--- src/verilog/wdc_pkg.sv ---
// Purpose: Shared constants, types and helpers for the watchdog control block
// Assumes: 32-bit classic Wishbone register bus, word aligned accesses
// Notes:   Byte addresses; the low two address bits are ignored
package wdc_pkg;

   localparam int DAT_W = 32;
   localparam int SEL_W = 4;
   localparam int ADR_W = 8;
   localparam int PS_W  = 5;
   localparam int EV_W  = 3;

   ////////////////////////////////////////////////////////////////////////////////////////////
   // Register map
   localparam logic [ADR_W-1:0] ADR_CTL       = 8'h00;
   localparam logic [ADR_W-1:0] ADR_CLR       = 8'h04;
   localparam logic [ADR_W-1:0] ADR_SET       = 8'h08;
   localparam logic [ADR_W-1:0] ADR_INV       = 8'h0C;
   localparam logic [ADR_W-1:0] ADR_STAT      = 8'h10;
   localparam logic [ADR_W-1:0] ADR_MASK      = 8'h14;
   localparam logic [ADR_W-1:0] ADR_WORD_MASK = 8'hFC;
   localparam logic [ADR_W-1:0] ADR_CTL_BLK   = 8'hF0;

   ////////////////////////////////////////////////////////////////////////////////////////////
   // Control register fields
   localparam int ON_BIT  = 15;
   localparam int PS_LSB  = 2;
   localparam int WIN_BIT = 1;
   localparam int CLR_BIT = 0;
   localparam logic [DAT_W-1:0] CTL_IMPL_MASK = 32'h0000807F;

   // Status and mask fields
   localparam int EV_TIMEOUT  = 0;
   localparam int EV_WAKE     = 1;
   localparam int EV_WINFAULT = 2;

   // Window opens for the last quarter of the period
   localparam int WIN_SHIFT = 2;

   typedef enum logic [1:0] {OP_WRITE, OP_CLR, OP_SET, OP_INV} wdc_op_t;

   function automatic logic [ADR_W-1:0] word_of(input logic [ADR_W-1:0] adr);
      word_of = adr & ADR_WORD_MASK;
   endfunction

   function automatic wdc_op_t alias_op(input logic [ADR_W-1:0] adr);
      case (word_of(adr))
         ADR_CLR: alias_op = OP_CLR;
         ADR_SET: alias_op = OP_SET;
         ADR_INV: alias_op = OP_INV;
         default: alias_op = OP_WRITE;
      endcase
   endfunction

   // Applies a plain or atomic write, only in the selected byte lanes
   function automatic logic [DAT_W-1:0] alias_apply(input wdc_op_t          op,
                                                    input logic [DAT_W-1:0] base,
                                                    input logic [DAT_W-1:0] data,
                                                    input logic [SEL_W-1:0] sel);
      logic [DAT_W-1:0] m;
      logic [DAT_W-1:0] r;
      m = '0;
      for (int i = 0; i < SEL_W; i++) begin
         m[i*8 +: 8] = {8{sel[i]}};
      end
      unique case (op)
         OP_WRITE: r = data;
         OP_CLR:   r = base & ~data;
         OP_SET:   r = base | data;
         OP_INV:   r = base ^ data;
      endcase
      alias_apply = (base & ~m) | (r & m);
   endfunction

endpackage

--- src/verilog/wdc_if.sv ---
// Purpose: Access channel between the bus slave and the register logic
// Assumes: One access per strobe, answered in the same cycle
// Notes:   Read data is combinational from the register side
`timescale 1ns/1ps
interface wdc_if;
   logic                          stb;
   logic                          we;
   logic [wdc_pkg::ADR_W-1:0]     adr;
   logic [wdc_pkg::SEL_W-1:0]     sel;
   logic [wdc_pkg::DAT_W-1:0]     wdat;
   logic [wdc_pkg::DAT_W-1:0]     rdat;

   modport bus  (output stb, we, adr, sel, wdat, input rdat);
   modport regs (input stb, we, adr, sel, wdat, output rdat);
endinterface

--- src/verilog/wdc_wb_slave.sv ---
// Purpose: Classic Wishbone slave front end with one-wait-state ack
// Assumes: Master holds the request until it sees ack
// Notes:   Access strobe fires once, in the cycle before ack rises
`timescale 1ns/1ps
module wdc_wb_slave (
   input  wire logic                       clk_i,     // Clock
   input  wire logic                       rst_i,     // Sync reset
   input  wire logic                       wb_cyc_i,  // Bus cycle
   input  wire logic                       wb_stb_i,  // Strobe
   input  wire logic                       wb_we_i,   // Write enable
   input  wire logic [wdc_pkg::ADR_W-1:0]  wb_adr_i,  // Byte address
   input  wire logic [wdc_pkg::SEL_W-1:0]  wb_sel_i,  // Byte lanes
   input  wire logic [wdc_pkg::DAT_W-1:0]  wb_dat_i,  // Write data
   output logic      [wdc_pkg::DAT_W-1:0]  wb_dat_o,  // Read data
   output logic                            wb_ack_o,  // Acknowledge
   wdc_if.bus                              acc        // Register access
);
   typedef struct packed {
      logic                      ack;
      logic [wdc_pkg::DAT_W-1:0] rdat;
   } wdc_slv_state_t;

   wdc_slv_state_t st_r;
   wdc_slv_state_t st_nxt;

   assign acc.stb  = wb_cyc_i & wb_stb_i & ~st_r.ack;
   assign acc.we   = wb_we_i;
   assign acc.adr  = wb_adr_i;
   assign acc.sel  = wb_sel_i;
   assign acc.wdat = wb_dat_i;

   always_comb begin
      st_nxt     = st_r;
      st_nxt.ack = acc.stb;
      if (acc.stb & ~wb_we_i) begin
         st_nxt.rdat = acc.rdat;
      end
      if (rst_i) begin
         st_nxt = '0;
      end
   end

   always_ff @(posedge clk_i) begin
      st_r <= st_nxt;
   end

   assign wb_ack_o = st_r.ack;
   assign wb_dat_o = st_r.rdat;

   property p_ack_single;
      @(posedge clk_i) disable iff (rst_i) st_r.ack |=> !st_r.ack;
   endproperty
   a_ack_single: assert property (p_ack_single) else $error("ack held two cycles");
endmodule

--- src/verilog/wdc_counter.sv ---
// Purpose: Watchdog count driven by low-power oscillator ticks
// Assumes: Tick is a one-cycle pulse synchronous to clk_i
// Notes:   Clear has priority over counting
`timescale 1ns/1ps
module wdc_counter #(
   parameter int CNT_W = 32                   // Count width
) (
   input  wire logic              clk_i,      // Clock
   input  wire logic              rst_i,      // Sync reset
   input  wire logic              tick_i,     // Oscillator tick
   input  wire logic              run_i,      // Watchdog running
   input  wire logic              clear_i,    // Restart count
   output logic      [CNT_W-1:0]  count_o     // Current count
);
   typedef struct packed {
      logic [CNT_W-1:0] count;
   } wdc_cnt_state_t;

   wdc_cnt_state_t st_r;
   wdc_cnt_state_t st_nxt;

   always_comb begin
      st_nxt = st_r;
      if (rst_i | clear_i) begin
         st_nxt.count = '0;
      end else if (run_i & tick_i) begin
         st_nxt.count = st_r.count + CNT_W'(1);
      end
   end

   always_ff @(posedge clk_i) begin
      st_r <= st_nxt;
   end

   assign count_o = st_r.count;
endmodule

--- src/verilog/wdc_watchdog_control.sv ---
// Purpose: Watchdog control register, time-out, window check and events
// Assumes: Oscillator tick and configuration inputs synchronous to clk_i
// Notes:   Configuration enable and postscale are caught while reset is high
`timescale 1ns/1ps

////////////////////////////////////////////////////////////////////////////////////////////////
module wdc_watchdog_control #(
   parameter int CNT_W = 32                                // Watchdog count width
) (
   input  wire logic                          clk_i,           // Clock, 100 MHz
   input  wire logic                          rst_i,           // Sync reset, active high
   input  wire logic                          wb_cyc_i,        // Wishbone cycle
   input  wire logic                          wb_stb_i,        // Wishbone strobe
   input  wire logic                          wb_we_i,         // Wishbone write enable
   input  wire logic [wdc_pkg::ADR_W-1:0]     wb_adr_i,        // Wishbone byte address
   input  wire logic [wdc_pkg::SEL_W-1:0]     wb_sel_i,        // Wishbone byte lanes
   input  wire logic [wdc_pkg::DAT_W-1:0]     wb_dat_i,        // Wishbone write data
   output logic      [wdc_pkg::DAT_W-1:0]     wb_dat_o,        // Wishbone read data
   output logic                               wb_ack_o,        // Wishbone acknowledge
   input  wire logic                          cfg_enable_i,    // Configuration enable
   input  wire logic [wdc_pkg::PS_W-1:0]      cfg_postscale_i, // Configured postscale
   input  wire logic                          lp_tick_i,       // Low-power clock tick
   input  wire logic                          low_power_i,     // Sleep or idle
   output logic                               running_o,       // Watchdog running
   output logic                               device_reset_o,  // Device reset pulse
   output logic                               wake_o,          // Wake pulse
   output logic                               irq_o            // Interrupt, level
);

   ////////////////////////////////////////////////////////////////////////////////////////////
   // State
   typedef struct packed {
      logic                        cfg_en;
      logic                        sw_on;
      logic                        win_en;
      logic [wdc_pkg::PS_W-1:0]    shadow_ps;
      logic [wdc_pkg::EV_W-1:0]    ev_stat;
      logic [wdc_pkg::EV_W-1:0]    ev_mask;
      logic                        dev_rst;
      logic                        wake;
   } wdc_ctl_state_t;

   wdc_ctl_state_t            st_r;
   wdc_ctl_state_t            st_nxt;
   wdc_if                     acc_if ();
   wdc_pkg::wdc_op_t          op;
   logic                      running;
   logic                      ctl_wr;
   logic                      stat_rd;
   logic                      mask_wr;
   logic                      restart;
   logic                      expire;
   logic                      win_open;
   logic                      win_fault;
   logic [wdc_pkg::EV_W-1:0]  ev;
   logic [wdc_pkg::DAT_W-1:0] ctl_view;
   logic [wdc_pkg::DAT_W-1:0] ctl_new;
   logic [wdc_pkg::DAT_W-1:0] mask_new;
   logic [wdc_pkg::DAT_W-1:0] rd_data;
   logic [CNT_W-1:0]          count;
   logic [CNT_W-1:0]          terminal;

   // Last count of a period of 2**postscale ticks
   function automatic logic [CNT_W-1:0] term_of(input logic [wdc_pkg::PS_W-1:0] ps);
      term_of = (CNT_W'(1) << ps) - CNT_W'(1);
   endfunction

   ////////////////////////////////////////////////////////////////////////////////////////////
   // Bus front end and count
   wdc_wb_slave i_wdc_wb_slave (
      .clk_i    (clk_i),
      .rst_i    (rst_i),
      .wb_cyc_i (wb_cyc_i),
      .wb_stb_i (wb_stb_i),
      .wb_we_i  (wb_we_i),
      .wb_adr_i (wb_adr_i),
      .wb_sel_i (wb_sel_i),
      .wb_dat_i (wb_dat_i),
      .wb_dat_o (wb_dat_o),
      .wb_ack_o (wb_ack_o),
      .acc      (acc_if.bus)
   );

   wdc_counter #(
      .CNT_W (CNT_W)
   ) i_wdc_counter (
      .clk_i   (clk_i),
      .rst_i   (rst_i),
      .tick_i  (lp_tick_i),
      .run_i   (running),
      .clear_i (restart | expire | ~running),
      .count_o (count)
   );

   ////////////////////////////////////////////////////////////////////////////////////////////
   // Control register view and decode
   // enable reads running
   assign running = st_r.cfg_en | st_r.sw_on;

   always_comb begin
      ctl_view                                        = '0;
      ctl_view[wdc_pkg::ON_BIT]                       = running;
      ctl_view[wdc_pkg::PS_LSB +: wdc_pkg::PS_W]      = st_r.shadow_ps;
      ctl_view[wdc_pkg::WIN_BIT]                      = st_r.win_en;
   end

   assign op       = wdc_pkg::alias_op(acc_if.adr);
   assign ctl_wr   = acc_if.stb & acc_if.we
                     & ((acc_if.adr & wdc_pkg::ADR_CTL_BLK) == wdc_pkg::ADR_CTL);
   assign stat_rd  = acc_if.stb & ~acc_if.we
                     & (wdc_pkg::word_of(acc_if.adr) == wdc_pkg::ADR_STAT);
   assign mask_wr  = acc_if.stb & acc_if.we
                     & (wdc_pkg::word_of(acc_if.adr) == wdc_pkg::ADR_MASK);
   assign ctl_new  = wdc_pkg::alias_apply(op, ctl_view, acc_if.wdat, acc_if.sel);
   assign mask_new = wdc_pkg::alias_apply(wdc_pkg::OP_WRITE,
                                          {{(wdc_pkg::DAT_W-wdc_pkg::EV_W){1'h0}}, st_r.ev_mask},
                                          acc_if.wdat, acc_if.sel);

   always_comb begin
      case (wdc_pkg::word_of(acc_if.adr))
         wdc_pkg::ADR_CTL,
         wdc_pkg::ADR_CLR,
         wdc_pkg::ADR_SET,
         wdc_pkg::ADR_INV:  rd_data = ctl_view;
         wdc_pkg::ADR_STAT: rd_data = {{(wdc_pkg::DAT_W-wdc_pkg::EV_W){1'h0}}, st_r.ev_stat};
         wdc_pkg::ADR_MASK: rd_data = {{(wdc_pkg::DAT_W-wdc_pkg::EV_W){1'h0}}, st_r.ev_mask};
         default:           rd_data = '0;
      endcase
   end
   assign acc_if.rdat = rd_data;

   ////////////////////////////////////////////////////////////////////////////////////////////
   // Time-out, restart and window
   // postscale sets period
   assign terminal = term_of(st_r.shadow_ps);
   assign win_open = count >= (terminal - (terminal >> wdc_pkg::WIN_SHIFT));

   assign restart   = ctl_wr & ctl_new[wdc_pkg::CLR_BIT] & running;
   assign win_fault = restart & st_r.win_en & ~win_open;
   assign expire    = running & lp_tick_i & (count == terminal) & ~restart;

   always_comb begin
      ev                       = '0;
      ev[wdc_pkg::EV_TIMEOUT]  = expire & ~low_power_i;
      ev[wdc_pkg::EV_WAKE]     = expire & low_power_i;
      ev[wdc_pkg::EV_WINFAULT] = win_fault;
   end

   ////////////////////////////////////////////////////////////////////////////////////////////
   // Next state
   always_comb begin
      st_nxt = st_r;
      if (ctl_wr) begin
         st_nxt.sw_on  = ctl_new[wdc_pkg::ON_BIT];
         st_nxt.win_en = ctl_new[wdc_pkg::WIN_BIT];
      end
      if (mask_wr) begin
         st_nxt.ev_mask = mask_new[wdc_pkg::EV_W-1:0];
      end
      // Set wins over read clear
      st_nxt.ev_stat = (st_r.ev_stat & ~{wdc_pkg::EV_W{stat_rd}}) | ev;
      st_nxt.dev_rst = ev[wdc_pkg::EV_TIMEOUT] | win_fault;
      st_nxt.wake    = ev[wdc_pkg::EV_WAKE];
      if (rst_i) begin
         st_nxt           = '0;
         st_nxt.shadow_ps = cfg_postscale_i;
         st_nxt.cfg_en    = cfg_enable_i;
      end
   end

   always_ff @(posedge clk_i) begin
      st_r <= st_nxt;
   end

   assign running_o      = running;
   assign device_reset_o = st_r.dev_rst;
   assign wake_o         = st_r.wake;
   assign irq_o          = |(st_r.ev_stat & st_r.ev_mask);

   ////////////////////////////////////////////////////////////////////////////////////////////
   // Assertions
   property p_on_start;
      @(posedge clk_i) disable iff (rst_i)
         (ctl_wr && op == wdc_pkg::OP_WRITE && acc_if.sel[1] && acc_if.wdat[wdc_pkg::ON_BIT])
         |=> running_o;
   endproperty
   a_on_start: assert property (p_on_start) else $error("enable write did not start");

   property p_cfg_keeps;
      @(posedge clk_i) disable iff (rst_i) st_r.cfg_en |-> running_o;
   endproperty
   a_cfg_keeps: assert property (p_cfg_keeps) else $error("configured watchdog stopped");

   property p_sw_stop;
      @(posedge clk_i) disable iff (rst_i)
         (!st_r.cfg_en && ctl_wr && op == wdc_pkg::OP_CLR && acc_if.sel[1]
          && acc_if.wdat[wdc_pkg::ON_BIT]) |=> !running_o;
   endproperty
   a_sw_stop: assert property (p_sw_stop) else $error("software watchdog not stopped");

   property p_on_read;
      @(posedge clk_i) disable iff (rst_i)
         (acc_if.stb && !acc_if.we && wdc_pkg::word_of(acc_if.adr) == wdc_pkg::ADR_CTL)
         |=> wb_dat_o[wdc_pkg::ON_BIT] == $past(running_o) && wb_ack_o;
   endproperty
   a_on_read: assert property (p_on_read) else $error("enable bit misread");

   property p_ps_reset;
      @(posedge clk_i) disable iff (rst_i)
         $past(rst_i) |-> st_r.shadow_ps == $past(cfg_postscale_i);
   endproperty
   a_ps_reset: assert property (p_ps_reset) else $error("shadow not loaded at reset");

   property p_ps_ro;
      @(posedge clk_i) disable iff (rst_i) !$past(rst_i) |-> $stable(st_r.shadow_ps);
   endproperty
   a_ps_ro: assert property (p_ps_ro) else $error("shadow changed after reset");

   property p_win_sel;
      @(posedge clk_i) disable iff (rst_i)
         (ctl_wr && op == wdc_pkg::OP_SET && acc_if.sel[0] && acc_if.wdat[wdc_pkg::WIN_BIT])
         |=> st_r.win_en ##1 (st_r.win_en || $past(ctl_wr));
   endproperty
   a_win_sel: assert property (p_win_sel) else $error("window set alias failed");

   property p_restart;
      @(posedge clk_i) disable iff (rst_i) restart |=> count == '0;
   endproperty
   a_restart: assert property (p_restart) else $error("restart did not clear count");

   property p_zero_noop;
      @(posedge clk_i) disable iff (rst_i)
         (ctl_wr && op == wdc_pkg::OP_WRITE && acc_if.sel[0] && !acc_if.wdat[wdc_pkg::CLR_BIT]
          && running && !lp_tick_i) |=> $stable(count);
   endproperty
   a_zero_noop: assert property (p_zero_noop) else $error("zero restart changed count");

   property p_inv_alias;
      @(posedge clk_i) disable iff (rst_i)
         (ctl_wr && op == wdc_pkg::OP_INV && acc_if.sel[0] && acc_if.wdat[wdc_pkg::WIN_BIT])
         |=> st_r.win_en != $past(st_r.win_en);
   endproperty
   a_inv_alias: assert property (p_inv_alias) else $error("invert alias failed");

   property p_unimpl;
      @(posedge clk_i) disable iff (rst_i) (ctl_view & ~wdc_pkg::CTL_IMPL_MASK) == '0;
   endproperty
   a_unimpl: assert property (p_unimpl) else $error("unimplemented bit set");

   property p_tick_only;
      @(posedge clk_i) disable iff (rst_i)
         (!lp_tick_i && running && !restart) |=> $stable(count);
   endproperty
   a_tick_only: assert property (p_tick_only) else $error("count moved without tick");

   property p_timeout;
      @(posedge clk_i) disable iff (rst_i)
         (running && lp_tick_i && count == terminal && !restart && !low_power_i)
         |=> device_reset_o && !wake_o ##1 !device_reset_o || $past(win_fault || expire);
   endproperty
   a_timeout: assert property (p_timeout) else $error("time-out gave no reset");

   property p_wake;
      @(posedge clk_i) disable iff (rst_i)
         (expire && low_power_i) |=> wake_o && !device_reset_o && st_r.ev_stat[wdc_pkg::EV_WAKE];
   endproperty
   a_wake: assert property (p_wake) else $error("low power expiry did not wake");

   property p_win_fault;
      @(posedge clk_i) disable iff (rst_i)
         (restart && st_r.win_en && !win_open) |=> device_reset_o
         && st_r.ev_stat[wdc_pkg::EV_WINFAULT];
   endproperty
   a_win_fault: assert property (p_win_fault) else $error("early restart not faulted");

   property p_irq;
      @(posedge clk_i) disable iff (rst_i)
         $rose(irq_o) |-> $past(|ev) || $past(mask_wr);
   endproperty
   a_irq: assert property (p_irq) else $error("interrupt rose without cause");

   property p_stat_clear;
      @(posedge clk_i) disable iff (rst_i) (stat_rd && !(|ev)) |=> st_r.ev_stat == '0;
   endproperty
   a_stat_clear: assert property (p_stat_clear) else $error("status read did not clear");

   property p_irq_masked;
      @(posedge clk_i) disable iff (rst_i)
         (!irq_o && !mask_wr && (ev & st_r.ev_mask) == '0) |=> !irq_o;
   endproperty
   a_irq_masked: assert property (p_irq_masked) else $error("masked event raised interrupt");

   property p_wb_answer;
      @(posedge clk_i) disable iff (rst_i) (wb_cyc_i && wb_stb_i && !wb_ack_o) |=> wb_ack_o;
   endproperty
   a_wb_answer: assert property (p_wb_answer) else $error("bus request not answered");

   c_timeout: cover property (@(posedge clk_i) disable iff (rst_i) $rose(device_reset_o));
   c_wake:    cover property (@(posedge clk_i) disable iff (rst_i) wake_o);
   c_fault:   cover property (@(posedge clk_i) disable iff (rst_i) win_fault);
   c_irq_clr: cover property (@(posedge clk_i) disable iff (rst_i) irq_o ##1 stat_rd);
   c_win_ok:  cover property (@(posedge clk_i) disable iff (rst_i)
                             restart && st_r.win_en && win_open);
endmodule

--- config.mk ---
export PLATFORM = sky130hd
export DESIGN_NAME = wdc_watchdog_control
export DESIGN_NICKNAME = d
export VERILOG_FILES = /design/src/verilog/wdc_pkg.sv /design/src/verilog/wdc_if.sv /design/src/verilog/wdc_wb_slave.sv /design/src/verilog/wdc_counter.sv /design/src/verilog/wdc_watchdog_control.sv
export SDC_FILE = /design/constraint.sdc
export NUM_CORES = 1
export LEC_CHECK = 0
export ABC_AREA = 1
export BUFFER_PORTS_ARGS = -buffer_cell sky130_fd_sc_hd__buf_2
export CAP_MARGIN = 10
export CORE_ASPECT_RATIO = 2
export CORE_MARGIN = 4
export CORE_UTILIZATION = 45
export CTS_CLUSTER_SIZE = 20
export DETAILED_ROUTE_END_ITERATION = 10
export PLACE_DENSITY_LB_ADDON = 0.12
export SETUP_SLACK_MARGIN = 0.5
export SLEW_MARGIN = 10
export SYNTH_ARGS = -nofsm -noshare
export SYNTH_HDL_FRONTEND = slang
export SYNTH_SLANG_ARGS = --single-unit
--- constraint.sdc ---
create_clock -name clk_i -period 10.35 [get_ports clk_i]
set_input_delay 0.5175 -clock clk_i [delete_from_list [all_inputs] [get_ports clk_i]]
set_output_delay 0.5175 -clock clk_i [all_outputs]
set_load 0.1 [all_outputs]
### After elaboration in Yosys (flattened, before gate mapping)

Cells that the tools add are included.

| word-level totals | value |
|---|---|
| register bits after elaboration | 81 |
| input bits | 57 |
| logic and storage cells | 75 |

| cells by class | value |
|---|---|
| add/sub/neg operators | 3 |
| order comparisons | 1 |
| eq/ne operators | 9 |
| shifts and indexed selects | 1 |
| mux-type cells | 3 |
| bitwise operators | 42 |
| reduce and logical (&&, ||, !) cells | 5 |

Operators by type and width:

| operator | number |
|---|---|
| one-hot mux 16 bit (4 select lines) | 1 |
| AND 16 bit | 3 |
| one-hot mux 16 bit (3 select lines) | 1 |
| adder 32 x 1 -> 32 bit, second input constant | 1 |
| equality test 32 bit | 1 |
| greater-or-equal comparator 32 bit | 1 |
| inverter 16 bit | 2 |
| bitwise OR 16 bit | 2 |
| << shifter 1 x 5 -> 32 bit, first input constant | 1 |
| subtractor 32 x 2 -> 32 bit, second input constant | 1 |
| subtractor 32 x 30 -> 32 bit | 1 |
| AND 1 bit | 16 |
| zero test 8 bit | 2 |
| bitwise XOR 16 bit | 1 |
| AND 3 bit | 4 |
| equality test 6 x 2 -> 1 bit, second input constant | 2 |
| equality test 6 x 3 -> 1 bit, second input constant | 2 |
| equality test 6 x 1 -> 1 bit, second input constant | 1 |
| inverter 1 bit | 6 |
| bitwise OR 3 bit | 2 |
| one-hot mux 2 bit (3 select lines) | 1 |
| bitwise OR 1 bit | 5 |
| equality test 2 bit, second input constant | 2 |
| OR reduction 4 bit | 1 |
| 4 further kinds | 4 |

### Longest topological paths before layout

Gate-level depths: netlist of run 1.

| logic depth | value |
|---|---|
| depth after elaboration | 13 |
| mapped depth | 37 |

### By module

From an unflattened synthesis of run 1, not the netlist that was laid out.

| second synthesis, totals | value |
|---|---|
| cell total of the unflattened synthesis | 1254 |
| area total of the unflattened synthesis | 7923.8 sq um |

By module, submodules not included:

| module | times used | cells each | area an instance (sq um) | sequential area each (sq um) |
|---|---|---|---|---|
| wdc_watchdog_control | 1 | 730 | 4381.7 | 380.4 |
| wdc_wb_slave | 1 | 259 | 1856.8 | 660.6 |
| wdc_counter | 1 | 265 | 1685.4 | 640.6 |

### Worst setup path after synthesis of run 1

OpenSTA, ideal clock, no wires.

| timing | value |
|---|---|
| path type | reg-to-reg |
| start | reg st_r (netlist bit ctl_view[5]) |
| end | reg st_r (netlist bit device_reset_o) |
| library setup time | 70 ps |
| arrival time | 4378 ps |
| required time | 10280 ps |
| path slack | 5902 ps |
| cell stages (with the launch flop) | 31 |
| path buffers | 2 |
| period minus slack after synthesis | 4448 ps |
| cells stage by stage | edfxtp_1 inv_2 buf_6 buf_6 nand4_2 ha_1 nand3_2 nand2_1 and2_1 ha_1 a21oi_1 o21ai_0 o21ai_0 o21ai_0 nand2_1 o21ai_0 nand3_1 nand2_1 nand2_1 nand2_1 nand2_1 nand3b_1 nand2_1 ha_1 a21oi_1 o21ai_0 nand3_1 a21oi_1 nor4_1 nand2_1 a21oi_1 |

| on the way | value |
|---|---|
| word-level cells in the longest chain between the ends | 7 |

RTL lines:

| what | RTL line | text |
|---|---|---|
| start: declaration | wdc_watchdog_control.sv:43 | `wdc_ctl_state_t st_r;` |
| start signal: assignment | wdc_watchdog_control.sv:172 | `st_r <= st_nxt;` |
| << shifter 1 x 5 -> 32 bit (*) | wdc_watchdog_control.sv:65 | `term_of = (CNT_W'(1) << ps) - CNT_W'(1);` |
| subtractor 32 x 2 -> 32 bit (*) | wdc_watchdog_control.sv:65 |  |
| subtractor 32 x 30 -> 32 bit / equality test 32 bit (equally long branches) | wdc_watchdog_control.sv:136, wdc_watchdog_control.sv:140 |  |
| greater-or-equal comparator 32 bit / AND 1 bit (equally long branches) | wdc_watchdog_control.sv:136, wdc_watchdog_control.sv:140 |  |
| inverter 1 bit / AND 1 bit (equally long branches) | wdc_watchdog_control.sv:139, wdc_watchdog_control.sv:140 |  |
| AND 1 bit (on tied branches) | wdc_watchdog_control.sv:139, wdc_watchdog_control.sv:144 |  |
| bitwise OR 1 bit (*) | wdc_watchdog_control.sv:162 | `st_nxt.dev_rst = ev[wdc_pkg::EV_TIMEOUT] \| win_fault;` |

Every way passes the cells marked *; elsewhere a longest branch is shown, timed or not.
A chain may end at the register's enable or synchronous reset.

### Worst setup path after layout of run 1

Same ends and word-level chain as after synthesis.

==> reports/qor.csv, run 1 <==
metric;value;unit
outcome;finished, final reports clean;
die_h;182;µm
r2r_start;ctl_view[5];
drtIter0Drc;324;
area_growth_syn_to_layout;7.66;%
max_freq;0.160;GHz
syn_avg_cell_area;6.39;µm²
final_area;7350;µm²
netlist_instances;1069;
grt_max_degree;33;
post_cts.repair.setup_buffers;0;
cts-hold-fix-buffers;0;
grt_pass1_wl;33600;µm
min_path_type;in2reg;
ys.flop_type;dfxtp_1;
ioPinCount;94;
startpoint_type;register;
powerDensity;166;nW/µm²
r2r-end;device_reset_o;
grtUsageTotal;25.4;%
worst_pin_slew;0.875;ns
place.gp.congestion;0.971;
cts_tree;yes;
path_max_fanout;22;
route.detailed.drc;0;
cts.repair.resized;0;
synthTopCellsByCount;nand2_1, nor2_1, inv_1, nand3_1, ha_1;
row_count;63;
antenna_cells;0;
cp-end-kind;register;
synth-async-reset-ratio;0;%
place_area;7010;µm²
synth_top_area_share;14.9;%
worstPathArrival;6.48;ns
drv_slew;0;
wl;21000;µm
min_period;6.26;ns
cts.path.max_buffers;2;
grt_pass1_vias;6900;
yosys.area.top_type;dfxtp_1;
detail-route-antenna-nets;0;
gr-total-overflow;0;
synth.distinct_cells;51;
synth.yosys.warnings;0;
initial_core_util;45.9;%
p_leak;0.00367;µW
dp_cells;1283;
crit_type;reg2reg;
seq_area_frac_synth;17.6;%
wire_per_inst;16.2;µm
cap_viol_max_count;0;
antenna_found_initial;0;
ys_ff_latch;57;
grt_setup_unrepaired;no;
vias_per_cell;5.25;
die_w;95.1;µm
crit_required;10.56;ns
relSlewSlack;41.7;%
cts_sinks;57;
coreArea;14900;µm²
layout.nets;1213;
r2r_cells;27;
hold_start;cfg_postscale_i[4];
cts-root-buf;clkbuf_16;
synth.area.top_cells;dfxtp_1, nand2_1, ha_1;
fin_cells;1299;
finalSetupViolCount;0;
fin_hold_ws;0.348;ns
cts_buffers;9;
port_buffers;37;
whs_endpoint;ctl_view[6];
r2r_setup_slack;4.09;ns
insertion_delay;0.35;ns
synth_edf_count;6;
yosys.cell_count.top_type;nand2_1;
ir_worst_vdd;0.0969;mV
hold_path_depth;1;
drtPass1Iterations;5;
period_share;60.5;%
finalHoldViolCount;0;
drive_above_1_share;11.2;%
synth_area;6830;µm²
vias;6825;
h-tree-depth;3;
skew;0.00765;ns
cts.clk_slew.worst_paths;0.06;ns
dieArea;17300;µm²
fin_tns_setup;0;ns
dpl.hpwl;17700;µm
[routing by layer]
layer	GRT usage (%)	vias to the layer above	routed length, µm	share of wire (%)
met5	0	-	0	0
met4	18.4	0	1590	7.5
met3	3.18	82	556	2.6
met2	49.9	146	12000	57
met1	22.2	3073	6840	33
li1	-	3524	-	-
[metrics by stage]
stage	total power, µW	setup slack [ns]	util [%]
global placement	866	4.14	47.0
CTS	1230	4.11	49.4
global route	1330	3.54	49.4
floorplan	750	5.90	-
detailed placement	873	4.13	47.0
finish	1220	4.09	49.4
[power breakdown]
group          total (µW)  internal, µW  switching [µW]  leakage, µW
clock                 353           233             120     0.000172
combinational         632           207             425      0.00302
sequential            237           226            10.8     0.000470
[critical path: stages (launching register included)]
cell and delay, ns:
edfxtp_1 0.92, inv_2 0.41, nand4_2 0.27, ha_1 0.25, nand3_2 0.16, nand2_1 0.11, and2_1 0.17, inv_1 0.05
ha_1 0.34, nand2_1 0.08, o21ai_0 0.25, o21ai_0 0.18, o21ai_0 0.37, nand2_1 0.15, o21ai_0 0.30, nand3_1 0.11
nand2_1 0.12, nand2_1 0.09, nand2_1 0.11, nand2_1 0.09, nand3b_1 0.09, nand2_1 0.06, ha_1 0.28, nand2_1 0.06
nor4_1 0.49, o21ai_0 0.35, nand2_1 0.18, a21oi_1 0.08
[how the worst max path moves through the flow]
| stage | endpoint | depth (start not counted) | from |
|---|---|---|---|
| 3_5_place_dp | st_r[7] | 29 | ctl_view[6] |
| 6_report | device_reset_o | 27 | ctl_view[5] |
| 3_3_place_gp | device_reset_o | 29 | ctl_view[6] |
| 2_1_floorplan | device_reset_o | 30 | ctl_view[5] |
| 5_1_grt | device_reset_o | 30 | ctl_view[6] |
| 4_1_cts | device_reset_o | 29 | ctl_view[6] |
[flip-flops by register name, indices dropped and copies added (netlist names), named ones only]
register,cells
i_wdc_counter.count_o,32
i_wdc_wb_slave.wb_dat_o,8
ctl_view,5
st_r,5
device_reset_o,1
i_wdc_wb_slave.wb_ack_o,1
wake_o,1
[logic make-up after synthesis]
family | count (synthesis) | share of synthesized area, %
buffers and inverters | 179 | 12.6
AO/OA/AOI/OAI | 106 | 8.90
XOR/XNOR | 59 | 7.67
other | 2 | 0.110
multiplexers | 1 | 0.147
flip-flops | 57 | 17.6
AND/OR/NAND/NOR | 608 | 42.5
adder cells (fa/ha/maj) | 57 | 10.5
[layout by cell type, fill, tap and decap left out, types with 10 or more instances in the layout]
| cell | instances |
|---|---|
| a21oi_1 | 50 |
| buf_2 | 37 |
| clkbuf_16 | 10 |
| conb_1 | 25 |
| dfxtp_1 | 51 |
| ha_1 | 56 |
| inv_1 | 124 |
| inv_2 | 11 |
| nand2_1 | 244 |
| nand2_2 | 14 |
| nand3_1 | 77 |
| nand4_1 | 33 |
| nand4_2 | 11 |
| nor2_1 | 151 |
| nor3_1 | 28 |
| o21ai_0 | 26 |
| xnor2_1 | 10 |
| xor2_1 | 48 |
[cell type report]
type	instances	area (µm²)
inverters	138	520
well taps	195	244
clock buffers	11	264
repair buffers	37	185
multi-input cells	856	4860
clock inverters	5	82.6
fillers	1594	7540
flip-flops and latches	57	1200
(Power assumes the default switching activity.)
==> run 2: changes to the inputs <==
- ABC_AREA: 1 -> 0
- clock period: 10.35 -> 5.5 ns (I/O delays scaled with it)
==> run 2 against run 1 <==
Compared with the run above:
- the run now ends with negative setup slack left
- synthesized cell count decreased by 20%
- die area decreased by 2.4%
- critical path depth decreased by 1
- largest cell class unchanged
- largest power group unchanged
==> reports/qor.csv, run 2 <==
metric;value;unit;change
crit_required;5.73;ns;-4.83 ns
dpl.hpwl;19300;µm;+9.3%
synth.distinct_cells;86;;+69%
wl_met3;802;µm;+44%
wire_per_inst;21.1;µm;+30%
synth.area.top_cells;dfxtp_1, ha_1, xnor2_1;;
ir_worst_vdd;0.240;mV;+150%
worstPathArrival;5.90;ns;-0.58 ns
intPower;1270;µW;+91%
timing.final.ws_setup;-0.167;ns;-4.25 ns
p_leak;0.00341;µW;-7.0%
synthTopCellsByCount;nor2_1, nand2_1, ha_1, dfxtp_1, a21oi_1;;
yosys.cell_count.top_type;nor2_1;;
period_share;103;%;+43 points
outcome;complete, but fails checks;;
violations;negative setup slack;;
yosys.area.top_type;dfxtp_1;;
power;2130;µW;+74%
powerDensity;260;nW/µm²;+56%
initial_core_util;46.1;%;+0.26 points
wl;24300;µm;+16%
synth_edf_count;6;;unchanged
combPwrFrac;50.1;%;-1.6 points
finalHoldViolCount;0;;unchanged
die_w;94.0;µm;-1.2%
cts_sinks;57;;unchanged
ys_ff_latch;57;;unchanged
p_sw;855;µW;+54%
grt_setup_unrepaired;yes;;
cts-root-buf;clkbuf_16;;
cts.clk_slew.worst_paths;0.06;ns;about the same
worst_pin_slew;1.18;ns;+0.304 ns
drv_slew;0;;unchanged
drtPass1Iterations;5;;unchanged
dieArea;16900;µm²;-2.4%
ioPinCount;94;;unchanged
startpoint_type;register;;
min_path_type;in2reg;;
area_growth_syn_to_layout;23.0;%;
die_h;180;µm;-1.3%
final_util;56.7;%;+7.4 points
cts_buffers;9;;unchanged
max_freq;0.176;GHz;+11%
cts_tree;yes;;
fill_cells;1427;;-10%
cp-end-kind;register;;
grt_max_degree;45;;+36%
synth_top_area_share;15.3;%;+0.40 points
antenna_found_initial;0;;unchanged
h-tree-depth;3;;unchanged
synth-async-reset-ratio;0;%;unchanged
vias_per_cell;6.05;;+15%
swShare;40.2;%;-5.3 points
cts.path.max_buffers;2;;unchanged
power_frac_clock;29.7;%;+0.8 points
wl_met1;8070;µm;+18%
wl_met2;13000;µm;+8.1%
highest_layer;met4;;
insertion_delay;0.34;ns;about the same
synth_area;6650;µm²;-2.6%
grtUsageTotal;29.0;%;+3.6 points
grt_pass1_wl;38300;µm;+14%
grt_pass1_vias;7408;;+7.4%
relSlewSlack;20.7;%;-21 points
place.gp.congestion;0.983;;+1.2%
syn_avg_cell_area;7.74;µm²;+21%
coreArea;14400;µm²;-3.1%
detail-route-antenna-nets;0;;unchanged
most-common-layout-cells;buf_4, nor2_1, nand2_1;;
cap_viol_max_count;0;;unchanged
drtIter0Drc;456;;+41%
gr-total-overflow;0;;unchanged
ys.flop_type;dfxtp_1;;
seq_area_frac_synth;18.1;%;+0.47 points
final_common_cell;buf_4;;
row_count;62;;-1.6%
skew;0.0103;ns;+0.00264 ns
min_period;5.67;ns;-0.596 ns
drive_above_1_share;27.2;%;+16 points
vias;6999;;+2.5%
crit_type;reg2reg;;
netlist_instances;860;;-20%
path_max_fanout;7;;-68%
finalSetupViolCount;2;;+2
p_seq_share;20.2;%;+0.8 points
route.detailed.drc;0;;unchanged
fin_tns_setup;-0.316;ns;-0.316 ns
largest_reg_flops;32;;unchanged
layout.nets;1073;;-12%
antenna_cells;0;;unchanged
cts-hold-fix-buffers;0;;unchanged
synth.yosys.warnings;0;;unchanged
port_buffers;37;;unchanged
==> run 2: worst paths after layout <==
check                               from                     endpoint  slack, ns  cells past startpoint
max                          ctl_view[6]               device_reset_o      -0.17                     26
min                         cfg_enable_i                     st_r[15]       0.11                      1
max reg2reg                  ctl_view[6]               device_reset_o      -0.17                     26
min reg2reg  i_wdc_wb_slave.wb_dat_o[15]  i_wdc_wb_slave.wb_dat_o[15]       0.49                      2
==> run 2: metal layers <==
layer  vias to the layer above  GRT usage (%)
met3                       125           3.64
met4                         0           24.9
met1                      3339           26.9
met5                         -              0
li1                       3297              -
met2                       238           53.3
==> run 2: layout make-up <==
class | instances | area, µm² | area share (%)
Clock buffer | 13 | 293 | 3.58
Inverter | 43 | 171 | 2.09
Tap cell | 192 | 240 | 2.93
Sequential cell | 57 | 1200 | 14.7
Multi-Input combinational cell | 711 | 5290 | 64.6
Timing Repair Buffer | 137 | 947 | 11.6
Clock inverter | 3 | 42.5 | 0.520
==> run 2: metrics by stage <==
stage	std cells	hold WS, ns	worst slack [ns]	area, µm²
finish	1156	0.113	-0.167	8190
global route	1156	0.117	-0.382	8190
CTS	1151	0.108	-0.0827	8020
detailed placement	1125	0.455	-0.487	7440
global placement	1125	0.453	-0.358	7440
floorplan	883	0.374	0.0895	6830
==> run 2: logic make-up after synthesis <==
logic type,after synthesis,synth area share [%]
other cells,2,0.113
flops,57,18.1
simple gates,350,30.5
xor+xnor,69,9.08
compound gates,204,21.1
buf+inv,115,9.38
mux,6,0.921
fa+ha+maj,57,10.8
==> run 2: timing repair <==
action	CTS	global route
gates cloned	0	0
pin swaps	26	25
buffers inserted	10	5
resized for setup	31	31
setup endpoints to repair	2	2
==> run 2: critical path: stages, from the launching register on <==
cell	delay, ns
edfxtp_1	0.38
or2_4	0.28
nor2_4	0.12
inv_2	0.04
or3_4	0.34
ha_4	0.20
nor4_1	0.37
o21ai_0	0.18
nand2_1	0.16
inv_1	0.07
ha_1	0.21
buf_4	0.15
nor3_2	0.18
o211ai_1	0.15
buf_4	0.17
a311oi_2	0.25
nor4_1	0.13
o21a_1	0.22
nor3_1	0.18
xor2_1	0.41
ha_1	0.33
a21oi_1	0.13
nor2_1	0.08
a2111oi_2	0.37
o21a_1	0.18
o211ai_1	0.14
o32ai_2	0.15
==> run 2: power by group through the flow <==
stage | logic (µW) | registers, µW | clock network (µW)
floorplan | 631 | 440 | 0
global placement | 937 | 438 | 0
global route | 1140 | 429 | 655
CTS | 1020 | 429 | 639
finish | 1070 | 429 | 633
detailed placement | 957 | 438 | 0
